==> config.mk <==
export PLATFORM = sky130hd
export DESIGN_NAME = pwmct_core
export DESIGN_NICKNAME = d
export VERILOG_FILES = /design/src/pwmct_pkg.sv /design/src/pwmct_core.sv
export SDC_FILE = /design/constraint.sdc
export NUM_CORES = 1
export LEC_CHECK = 0
export ABC_AREA = 1
export BUFFER_PORTS_ARGS = -buffer_cell sky130_fd_sc_hd__buf_2
export CORE_ASPECT_RATIO = 0.5
export CORE_MARGIN = 4
export CORE_UTILIZATION = 45
export DETAILED_ROUTE_END_ITERATION = 16
export SYNTH_ARGS = -nofsm -noshare
export SYNTH_HDL_FRONTEND = slang
export SYNTH_SLANG_ARGS = --single-unit
==> constraint.sdc <==
create_clock -name sys_clk_in -period 4.7 [get_ports sys_clk_in]
set_input_delay 0.705 -clock sys_clk_in [delete_from_list [all_inputs] [get_ports sys_clk_in]]
set_output_delay 0.705 -clock sys_clk_in [all_outputs]
set_load 0.03 [all_outputs]
==> src/pwmct_pkg.sv <==
// package: register map, field layouts and constants for the pwm timer
package pwmct_pkg;
  localparam int unsigned NUM_CH   = 4;
  localparam logic [7:0] ADDR_ENABLE    = 8'h00;
  localparam logic [7:0] ADDR_POLARITY  = 8'h04;
  localparam logic [7:0] ADDR_CLKSEL    = 8'h08;
  localparam logic [7:0] ADDR_PRESCALE  = 8'h0c;
  localparam logic [7:0] ADDR_CENTER    = 8'h10;
  localparam logic [7:0] ADDR_CONTROL   = 8'h14;
  localparam logic [7:0] ADDR_SCALE_A   = 8'h18;
  localparam logic [7:0] ADDR_SCALE_B   = 8'h1c;
  localparam logic [7:0] ADDR_COUNTER0  = 8'h20;
  localparam logic [7:0] ADDR_PERIOD0   = 8'h30;
  localparam logic [7:0] ADDR_DUTY0     = 8'h40;
  localparam logic [7:0] ADDR_STATUS    = 8'h50;
  localparam int unsigned CTRL_FREEZE_BIT = 2;
  localparam int unsigned PRE_B_LSB       = 4;
  localparam int unsigned PRE_W           = 3;
  localparam int unsigned PRE_STAGES      = 8;
  localparam logic [7:0] RST_BYTE         = 8'h00;
  localparam logic [7:0] RST_PERIOD       = 8'hff;
  localparam logic [7:0] COUNT_ONE        = 8'h01;
  localparam logic [7:0] COUNT_ZERO       = 8'h00;
  localparam logic [7:0] COUNT_STEP       = 8'h01;
  localparam logic [31:0] ERR_DATA        = 32'h0000_0000;

  typedef enum logic [1:0] {
    PWMCT_APB_IDLE   = 2'b00,
    PWMCT_APB_SETUP  = 2'b01,
    PWMCT_APB_ACCESS = 2'b10
  } pwmct_apb_phase_t;

  typedef struct packed {
    logic        psel;
    logic        penable;
    logic        pwrite;
    logic [7:0]  paddr;
    logic [31:0] pwdata;
  } pwmct_apb_req_t;

  typedef struct packed {
    logic        pready;
    logic        pslverr;
    logic [31:0] prdata;
  } pwmct_apb_rsp_t;
endpackage : pwmct_pkg

==> src/pwmct_core.sv <==
// module: four channel 8-bit pwm timer with prescaled and scaled clocks, apb slave
// Contract
// output toggles whenever channel counter equals its 8-bit duty value
// duty zero holds output low with polarity one, high with polarity zero
// four clock sources a, b, scaled a, scaled b from bus clock
// clocks a and b divide bus clock by 1 to 128 via own fields
// scaled clock equals base clock divided by twice scale value
// freeze-stop bit with freeze mode gates prescaler input, halting channels
// prescaler input gated whenever all four channel enables are clear
// writing a scale register reloads its down counter at once
// scale counter counts to one, reloads, pulse toggles divide-by-two stage
// channels 0,1 pick a or sa; channels 2,3 pick b or sb
// each channel has 8-bit counter, period and duty; period sets length
// enable drives output at once; waveform starts at next source clock tick
// disabled channel counter holds its value
// polarity one starts high then low at duty; zero starts low
// software should not change clock settings while channels run
// scale value zero divides by 256
// counter write clears it, direction up, loads buffers, sets output
// left aligned counts 0 to period-1, period match resets and reloads
// center aligned counts up to period and down, reloads at zero
// prescale field n divides bus clock by two to the power n
//
// The address map and the APB register port were chosen for this implementation.
`timescale 1ns/1ns
module pwmct_core (
  input  wire logic                   sys_clk_in,
  input  wire logic                   rstn_in,
  input  wire pwmct_pkg::pwmct_apb_req_t apb_req_in,
  input  wire logic                   freeze_mode_in,
  output pwmct_pkg::pwmct_apb_rsp_t   apb_rsp_out,
  output logic [3:0]                  pwm_out,
  output logic [3:0]                  pwm_oe_n_out
);
  import pwmct_pkg::*;

  // software registers
  logic [3:0]  channel_enable_bit;
  logic [3:0]  channel_polarity_bit;
  logic [3:0]  channel_clock_select_bit;
  logic [3:0]  center_align_bit;
  logic [7:0]  prescale_select_reg;
  logic [7:0]  module_control_reg;
  logic [7:0]  scale_a_value;
  logic [7:0]  scale_b_value;
  logic [7:0]  duty_buf   [NUM_CH];
  logic [7:0]  period_buf [NUM_CH];
  // active state
  logic [7:0]  channel_duty    [NUM_CH];
  logic [7:0]  channel_period  [NUM_CH];
  logic [7:0]  channel_counter [NUM_CH];
  logic [3:0]  count_down;
  logic [3:0]  wave;
  logic [3:0]  started;
  logic        freeze_s1;
  logic        freeze_s2;
  logic [6:0]  pre_cnt;
  logic [7:0]  scl_a_cnt;
  logic [7:0]  scl_b_cnt;
  logic        sa_div;
  logic        sb_div;
  logic        wr_stb;
  logic [3:0]  cnt_wr;
  logic [3:0]  per_wr;
  logic [3:0]  duty_wr;
  pwmct_apb_phase_t apb_phase;

  // bus write strobe only at the completing access edge
  assign wr_stb = apb_req_in.psel && apb_req_in.penable && apb_req_in.pwrite && apb_rsp_out.pready;

  function automatic logic [3:0] ch_hit(input logic [7:0] addr, input logic [7:0] base);
    logic [3:0] hit;
    hit = 4'h0;
    for (int i = 0; i < NUM_CH; i++) begin
      if (addr == base + 8'(4 * i)) begin
        hit[i] = 1'b1;
      end
    end
    return hit;
  endfunction : ch_hit

  function automatic logic pre_tick(input logic [6:0] cnt, input logic [2:0] sel);
    logic [7:0] mask;
    mask = (8'h01 << sel) - 8'h01;
    return ((cnt & mask[6:0]) == mask[6:0]);
  endfunction : pre_tick

  always_comb begin
    cnt_wr  = wr_stb ? ch_hit(apb_req_in.paddr, ADDR_COUNTER0) : 4'h0;
    per_wr  = wr_stb ? ch_hit(apb_req_in.paddr, ADDR_PERIOD0)  : 4'h0;
    duty_wr = wr_stb ? ch_hit(apb_req_in.paddr, ADDR_DUTY0)    : 4'h0;
  end

  // freeze level comes from the core, outside this logic
  always_ff @(posedge sys_clk_in) begin
    if (!rstn_in) begin
      freeze_s1 <= 1'b0;
      freeze_s2 <= 1'b0;
    end else begin
      freeze_s1 <= freeze_mode_in;
      freeze_s2 <= freeze_s1;
    end
  end

  // prescaler input gate: a clock enable rather than a gated clock
  logic pre_run;
  assign pre_run = (|channel_enable_bit)
                && !(module_control_reg[CTRL_FREEZE_BIT] && freeze_s2);

  always_ff @(posedge sys_clk_in) begin
    if (!rstn_in) begin
      pre_cnt <= 7'h00;
    end else if (pre_run) begin
      pre_cnt <= pre_cnt + 7'h01;
    end
  end

  logic tick_a;
  logic tick_b;
  logic tick_sa;
  logic tick_sb;
  logic sa_pulse;
  logic sb_pulse;
  assign tick_a   = pre_run && pre_tick(pre_cnt, prescale_select_reg[PRE_W-1:0]);
  assign tick_b   = pre_run && pre_tick(pre_cnt, prescale_select_reg[PRE_B_LSB +: PRE_W]);
  assign sa_pulse = tick_a && (scl_a_cnt == COUNT_ONE);
  assign sb_pulse = tick_b && (scl_b_cnt == COUNT_ONE);
  // scaled clock tick on rising edge of divide-by-two stage
  assign tick_sa  = sa_pulse && !sa_div;
  assign tick_sb  = sb_pulse && !sb_div;

  // scale counters; zero loads as 256 by wrapping through 0x00
  always_ff @(posedge sys_clk_in) begin
    if (!rstn_in) begin
      scl_a_cnt <= RST_BYTE;
      sa_div    <= 1'b0;
    end else if (wr_stb && apb_req_in.paddr == ADDR_SCALE_A) begin
      scl_a_cnt <= apb_req_in.pwdata[7:0];
    end else if (tick_a) begin
      if (scl_a_cnt == COUNT_ONE) begin
        scl_a_cnt <= scale_a_value;
        sa_div    <= !sa_div;
      end else begin
        scl_a_cnt <= scl_a_cnt - COUNT_STEP;
      end
    end
  end

  always_ff @(posedge sys_clk_in) begin
    if (!rstn_in) begin
      scl_b_cnt <= RST_BYTE;
      sb_div    <= 1'b0;
    end else if (wr_stb && apb_req_in.paddr == ADDR_SCALE_B) begin
      scl_b_cnt <= apb_req_in.pwdata[7:0];
    end else if (tick_b) begin
      if (scl_b_cnt == COUNT_ONE) begin
        scl_b_cnt <= scale_b_value;
        sb_div    <= !sb_div;
      end else begin
        scl_b_cnt <= scl_b_cnt - COUNT_STEP;
      end
    end
  end

  // per channel clock choice
  logic [3:0] ch_tick;
  always_comb begin
    ch_tick[0] = channel_clock_select_bit[0] ? tick_sa : tick_a;
    ch_tick[1] = channel_clock_select_bit[1] ? tick_sa : tick_a;
    ch_tick[2] = channel_clock_select_bit[2] ? tick_sb : tick_b;
    ch_tick[3] = channel_clock_select_bit[3] ? tick_sb : tick_b;
  end

  // control registers
  always_ff @(posedge sys_clk_in) begin
    if (!rstn_in) begin
      channel_enable_bit       <= 4'h0;
      channel_polarity_bit     <= 4'h0;
      channel_clock_select_bit <= 4'h0;
      center_align_bit         <= 4'h0;
      prescale_select_reg      <= RST_BYTE;
      module_control_reg       <= RST_BYTE;
      scale_a_value            <= RST_BYTE;
      scale_b_value            <= RST_BYTE;
    end else if (wr_stb) begin
      unique case (apb_req_in.paddr)
        ADDR_ENABLE:   channel_enable_bit       <= apb_req_in.pwdata[3:0];
        ADDR_POLARITY: channel_polarity_bit     <= apb_req_in.pwdata[3:0];
        ADDR_CLKSEL:   channel_clock_select_bit <= apb_req_in.pwdata[3:0];
        ADDR_CENTER:   center_align_bit         <= apb_req_in.pwdata[3:0];
        ADDR_PRESCALE: prescale_select_reg      <= apb_req_in.pwdata[7:0] & 8'h77;
        ADDR_CONTROL:  module_control_reg       <= apb_req_in.pwdata[7:0] & 8'h04;
        ADDR_SCALE_A:  scale_a_value            <= apb_req_in.pwdata[7:0];
        ADDR_SCALE_B:  scale_b_value            <= apb_req_in.pwdata[7:0];
        default:       ;
      endcase
    end
  end

  // channel timers
  always_ff @(posedge sys_clk_in) begin
    if (!rstn_in) begin
      count_down <= 4'h0;
      wave       <= 4'h0;
      started    <= 4'h0;
      for (int i = 0; i < NUM_CH; i++) begin
        duty_buf[i]        <= RST_BYTE;
        period_buf[i]      <= RST_PERIOD;
        channel_duty[i]    <= RST_BYTE;
        channel_period[i]  <= RST_PERIOD;
        channel_counter[i] <= RST_BYTE;
      end
    end else begin
      for (int i = 0; i < NUM_CH; i++) begin
        if (duty_wr[i]) begin
          duty_buf[i] <= apb_req_in.pwdata[7:0];
        end
        if (per_wr[i]) begin
          period_buf[i] <= apb_req_in.pwdata[7:0];
        end
        // a disabled channel takes new values straight into the latches
        if (!channel_enable_bit[i]) begin
          started[i] <= 1'b0;
          if (duty_wr[i]) begin
            channel_duty[i] <= apb_req_in.pwdata[7:0];
          end
          if (per_wr[i]) begin
            channel_period[i] <= apb_req_in.pwdata[7:0];
          end
        end
        if (cnt_wr[i]) begin
          channel_counter[i] <= COUNT_ZERO;
          count_down[i]      <= 1'b0;
          channel_duty[i]    <= duty_buf[i];
          channel_period[i]  <= period_buf[i];
          wave[i]            <= 1'b0;
        end else if (channel_enable_bit[i] && ch_tick[i]) begin
          started[i] <= 1'b1;
          if (!center_align_bit[i]) begin
            if (channel_counter[i] + COUNT_STEP >= channel_period[i]) begin
              channel_counter[i] <= COUNT_ZERO;
              wave[i]            <= 1'b0;
              channel_duty[i]    <= duty_buf[i];
              channel_period[i]  <= period_buf[i];
            end else begin
              channel_counter[i] <= channel_counter[i] + COUNT_STEP;
              if (channel_counter[i] + COUNT_STEP == channel_duty[i]) begin
                wave[i] <= !wave[i];
              end
            end
          end else begin
            if (!count_down[i]) begin
              if (channel_counter[i] >= channel_period[i]) begin
                count_down[i]      <= 1'b1;
                channel_counter[i] <= channel_counter[i] - COUNT_STEP;
                if (channel_counter[i] - COUNT_STEP == channel_duty[i]) begin
                  wave[i] <= !wave[i];
                end
              end else begin
                channel_counter[i] <= channel_counter[i] + COUNT_STEP;
                if (channel_counter[i] + COUNT_STEP == channel_duty[i]) begin
                  wave[i] <= !wave[i];
                end
              end
            end else if (channel_counter[i] <= COUNT_ONE) begin
              channel_counter[i] <= COUNT_ZERO;
              count_down[i]      <= 1'b0;
              wave[i]            <= 1'b0;
              channel_duty[i]    <= duty_buf[i];
              channel_period[i]  <= period_buf[i];
            end else begin
              channel_counter[i] <= channel_counter[i] - COUNT_STEP;
              if (channel_counter[i] - COUNT_STEP == channel_duty[i]) begin
                wave[i] <= !wave[i];
              end
            end
          end
        end
      end
    end
  end

  // output: wave 0 is the start state, polarity picks its level
  always_ff @(posedge sys_clk_in) begin
    if (!rstn_in) begin
      pwm_out      <= 4'h0;
      pwm_oe_n_out <= 4'hf;
    end else begin
      for (int i = 0; i < NUM_CH; i++) begin
        pwm_oe_n_out[i] <= !channel_enable_bit[i];
        if (channel_duty[i] == COUNT_ZERO) begin
          pwm_out[i] <= !channel_polarity_bit[i];
        end else if (!started[i]) begin
          pwm_out[i] <= channel_polarity_bit[i];
        end else begin
          pwm_out[i] <= channel_polarity_bit[i] ^ wave[i];
        end
      end
    end
  end

  // apb slave: zero wait states, slverr on unmapped address
  logic        mapped;
  logic [31:0] rd_word;
  always_comb begin
    mapped  = 1'b1;
    rd_word = ERR_DATA;
    unique case (apb_req_in.paddr)
      ADDR_ENABLE:   rd_word[3:0] = channel_enable_bit;
      ADDR_POLARITY: rd_word[3:0] = channel_polarity_bit;
      ADDR_CLKSEL:   rd_word[3:0] = channel_clock_select_bit;
      ADDR_CENTER:   rd_word[3:0] = center_align_bit;
      ADDR_PRESCALE: rd_word[7:0] = prescale_select_reg;
      ADDR_CONTROL:  rd_word[7:0] = module_control_reg;
      ADDR_SCALE_A:  rd_word[7:0] = scale_a_value;
      ADDR_SCALE_B:  rd_word[7:0] = scale_b_value;
      ADDR_STATUS:   rd_word[7:0] = {started, count_down};
      default: begin
        mapped = |(ch_hit(apb_req_in.paddr, ADDR_COUNTER0) | ch_hit(apb_req_in.paddr, ADDR_PERIOD0)
                 | ch_hit(apb_req_in.paddr, ADDR_DUTY0));
        for (int i = 0; i < NUM_CH; i++) begin
          if (apb_req_in.paddr == ADDR_COUNTER0 + 8'(4 * i)) rd_word[7:0] = channel_counter[i];
          if (apb_req_in.paddr == ADDR_PERIOD0 + 8'(4 * i))  rd_word[7:0] = period_buf[i];
          if (apb_req_in.paddr == ADDR_DUTY0 + 8'(4 * i))    rd_word[7:0] = duty_buf[i];
        end
      end
    endcase
  end

  // ready is registered, so every transfer takes exactly two cycles, setup plus one access cycle
  always_ff @(posedge sys_clk_in) begin
    if (!rstn_in) begin
      apb_phase   <= PWMCT_APB_IDLE;
      apb_rsp_out <= '0;
    end else begin
      apb_rsp_out.pready <= 1'b0;
      apb_phase          <= PWMCT_APB_IDLE;
      if (apb_req_in.psel && !apb_req_in.penable) begin
        apb_phase           <= PWMCT_APB_SETUP;
        apb_rsp_out.pready  <= 1'b1;
        apb_rsp_out.pslverr <= !mapped;
        apb_rsp_out.prdata  <= apb_req_in.pwrite ? ERR_DATA : rd_word;
      end else if (apb_phase == PWMCT_APB_SETUP) begin
        apb_phase <= PWMCT_APB_ACCESS;
      end
    end
  end
endmodule : pwmct_core

# After elaboration in Yosys (flattened, before gate mapping)
# Memory sizes are Yosys's and may differ from the RTL's.
# Cells that the tools add are included.
# op_classes
addsub	13
magnitude_cmp	12
eq_ne	32
n_shift	2
n_mux	395
bitwise	79
reduce_logical	64
# ops
cell	n
$mux 8	87
$mux 1	302
$or 1x1->1	68
$eq 8x6->1 const B	8
$eq 8x8->1	8
$ge 8x8->1	8
$sub 8x1->8 const B	6
$eq 8x7->1 const B	5
$logic_not 8->1	5
$pmux 4 s9	1
$mux 34	1
$add 8x1->8 const B	4
$eq 8x5->1 const B	4
$le 8x1->1 const B	4
$reduce_and 2->1	12
$pmux 4 s5	1
$logic_and 1x1->1	18
$logic_not 1->1	17
$eq 8x1->1 const B	2
$eq 8x4->1 const B	2
$and 7x7->7	2
$eq 7x7->1	2
$shl 1x3->7 const A	2
$sub 7x1->7 const B	2
other kinds (12)	26
# word_totals
ff_bits	120
mem_bits_rw	160
in_bits	46
output_inout_bits	42
elab_cells	631
n_memories	5
# mem_list
memory	depth	word_bits	rd	rd_clocked_by_memory_dff	wr	line_no	text
channel_counter	4	8	4	0	4	pwmct_core.sv:51	logic [7:0] channel_counter [NUM_CH];
channel_duty	4	8	4	0	4	pwmct_core.sv:49	logic [7:0] channel_duty [NUM_CH];
channel_period	4	8	4	0	4	pwmct_core.sv:50	logic [7:0] channel_period [NUM_CH];
duty_buf	4	8	4	0	4	pwmct_core.sv:46	logic [7:0] duty_buf [NUM_CH];
period_buf	4	8	4	0	4	pwmct_core.sv:47	logic [7:0] period_buf [NUM_CH];

# Longest topological paths before layout
# logic_depth
word_depth	19
depth_mapped	20
ltp_nobuf	18

# Worst setup path after synthesis
# Ideal clock, no wire load.
# synth_path
path_type	reg-to-reg
from	memory channel_counter[0][0]
to	memory channel_counter[0][0] (enable)
setup_ns	0.329
arrival_time_ns	2.601
required_ns	4.371
path_slack_ns	1.770
stages_incl_launch_ff	15
n_path_buf	0
synth_period_minus_slack_ns	2.930
path_cell_list	edfxtp_1 -> ha_1 -> nand4_1 -> nor2_1 -> xor2_1 -> ha_1 -> nand2_1 -> o21a_1 -> nand3_1 -> nand2_1 -> a21boi_0 -> nand2_1 -> nand3_1 -> nor2_1 -> nand2_1
# synth_lines
item	line_no
start: declaration	pwmct_core.sv:51

==> impl_metrics.ini <==
[synth]
synth.avg_cell_area_sq_um = 7.44
synth_area_sq_um = 16900
seq_area_frac_synth_pct = 39.9
synthDistinctLibCells = 55
syn_inst = 2269
ys_warn_count = 0
ys.flop_type = edfxtp_1
synth-async-reset-ratio_pct = 0
synth.ff_latch_count = 256
synth_edf_count = 160

[detailed_routing]
first_iter_violations = 1840
ant_nets = 0
vias_per_cell = 5.54
wl_microns = 53500
first_pass_iters = 6
post_drt_wl_per_cell_microns = 19.1
post-route-drc-count = 0
vias = 15533

[hold_path]
hold_depth = 3
holdCritPathClass = input pin to flip-flop
min_from = freeze_mode_in
holdPathEnd = freeze_s1

[clock_tree]
cts-buffers-inserted = 26
htree_num_levels = 1
clk_pin_slew_ns = 0.07
clock_path_buffers = 3
cts-resized-gates = 0
clock_latency_ns = 0.56
cts_hold_buf = 0
cts_sinks = 256
cts_tree = done
cts_setup_buffers = 0
root_buffer = clkbuf_16

[setup_path]
r2r_slack_ns = 0.91
r2r_cells = 15
timing.rr.end = channel_counter[0][3]
critPathSlowestCell = edfxtp_1
path_buf_inv = 0
worstSetupStartpointType = flip-flop
worst-endpoint-arrival_ns = 4.00
cp-end-kind = flip-flop
critPathMaxStageDelay_ns = 0.59
crit_path_frequent_cell = nand2_1
cpLargestDelayFamily = simple AND/OR/NAND/NOR gates
crit_required_ns = 4.92
critPathKind = flip-flop to flip-flop
cp_cell_sequence = ha_1 > nand4_1 > nor2_1 > xor2_1 > ha_1 > nand2_1 > nor2_1 > nand4_1 > nand3_1 > nand2_1 > a21boi_0 > nand2_1 > nand3_1 > nor2_1 > nand2_1
path_depth = 15
crit_fanout = 8
timing.rr.start = channel_counter[0][0]

[floorplanning]
die_x_microns = 282
die_h_microns = 145
ios = 88
rows = 49
coreArea_sq_um = 36400
dieArea_sq_um = 40800
initial_utilization_pct = 46.3

[status]
status = finished, final reports clean

[sta]
fin_crit_sh_pct = 80.5
finalWorstSetupSlack_ns = 0.915
setup_tns_ns = 0
finalSetupViolCount = 0
worst_pin_slew_ns = 0.968
hold_violations = 0
slew_violations = 0
layout_min_cycle_time_ns = 3.79
rsz0062_at_grt = no
max_slew_margin_pct = 35.4
fmaxAchievable_mhz = 264
clock_skew_ns = 0.0128

[final_layout]
drive_gt1_share_pct = 8.11
nets = 2426
diodes = 0
final_cell_mix = nand2_1, inv_1, nor2_1, edfxtp_1, nand3_1
syn2layout_area_growth_pct = 8.76
utilization_pct = 50.4
final_common_cell = nand2_1

[power]
power_density_nw_per_um2 = 280
p_sw_w = 0.00133
comb_power_share_pct = 8.4
ir_drop_v = 0.000269
p_leak_nw = 7.93
pwr-share-seq_pct = 48.2
p_int_w = 0.00380
clkPwrFrac_pct = 43.4
p_sw_share_pct = 26.0

[global_route]
grt-ovfl-total = 0
grt_pass1_vias = 14090
antenna_found_initial = 0
gr-usage-all-layers_pct = 25.4
grt_max_degree = 45
grt_first_pass_wirelength_microns = 81300

[placement]
io_buffers = 39
place_congestion = 0.978
dp_worst_setup_slack_ns = 0.949
post-dp-hpwl_microns = 40300

[run]
maxCapViolCount = 0
==> per-stage QoR <==
stage                     hold WS [ns]  instances  cell area [sq um]  power, W
after floorplan                  0.390       2292              17000   0.00281
final                            0.335       2802              18300   0.00513
after CTS                        0.318       2802              18300   0.00515
after detailed placement         0.417       2755              17400   0.00295
after global routing             0.349       2802              18300   0.00530
after global placement           0.409       2755              17400   0.00294
==> logic make-up after synthesis <==
family | after synthesis | synth area share (%)
simple gates | 1120 | 29.1
buf+inv | 401 | 9.82
compound gates | 352 | 12.1
flops | 256 | 39.9
fa+ha+maj | 81 | 6.01
xor+xnor | 58 | 3.17
other cells | 1 | 0.0222
==> how the worst max path moves through the flow <==
| stage | from | slack (ns) | endpoint |
|---|---|---|---|
| final | channel_counter[0][0] | 0.91 | channel_counter[0][3] |
| after global routing | channel_counter[0][0] | 0.51 | channel_counter[0][3] |
| after CTS | channel_counter[0][0] | 0.91 | channel_counter[0][3] |
| after detailed placement | channel_counter[0][0] | 0.95 | channel_counter[0][5] |
| after global placement | channel_counter[0][0] | 0.95 | channel_counter[0][5] |
| after floorplan | channel_counter[0][0] | 1.77 | channel_counter[0][0] |
==> worst min-delay path, cell delays in order <==
cell and delay [ns]:
buf_2 0.07, nand2_1 0.04, inv_1 0.04
==> cell usage after synthesis, drive strengths merged (2+ instances only) <==
cell,instances,share of area (%)
nand2,629,14
inv,322,7.2
nor2,225,5.7
edfxtp,160,28
nand3,159,5.0
a21oi,137,4.1
o21ai,112,3.4
dfxtp,96,11
ha,81,6.0
nand4,57,2.2
buf,43,1.8
xor2,43,2.2
clkbuf,31,0.69
nor3,30,1.0
o211ai,30,1.3
o22ai,17,0.63
o221ai,14,0.73
a31oi,13,0.48
xnor2,13,0.67
a221oi,7,0.36
or2,7,0.26
nor4,6,0.22
o2111ai,6,0.31
clkinv,5,0.11
o21a,4,0.18
a211oi,3,0.13
nor3b,3,0.13
o21bai,3,0.13
nand3b,2,0.089
o32ai,2,0.10
xnor3,2,0.27
==> power by group through the flow <==
stage          sequential [W]  combinational, W  clock [W]
3_5_place_dp          0.00252          0.000424          0
6_report              0.00247          0.000432    0.00223
5_1_grt               0.00248          0.000477    0.00234
3_3_place_gp          0.00252          0.000421          0
2_1_floorplan         0.00250          0.000307          0
4_1_cts               0.00247          0.000426    0.00225
==> final cells by class <==
type | instances | area [sq um]
fill | 3628 | 18100
multi-input combinational | 1635 | 8570
sequential | 256 | 6730
inverter | 327 | 1230
clock buffer | 34 | 801
tap | 484 | 606
timing repair buffer | 53 | 300
clock inverter | 13 | 109
==> routing by layer <==
layer / global-route usage, % / up-vias / part of all wire [%]
li1: - / 7569 / -
met1: 37.4 / 7236 / 46
met2: 38.5 / 630 / 43
met3: 4.03 / 98 / 8.4
met4: 7.37 / 0 / 3.1
met5: 0 / - / 0
Note: power is estimated with default switching activity, not from simulation.
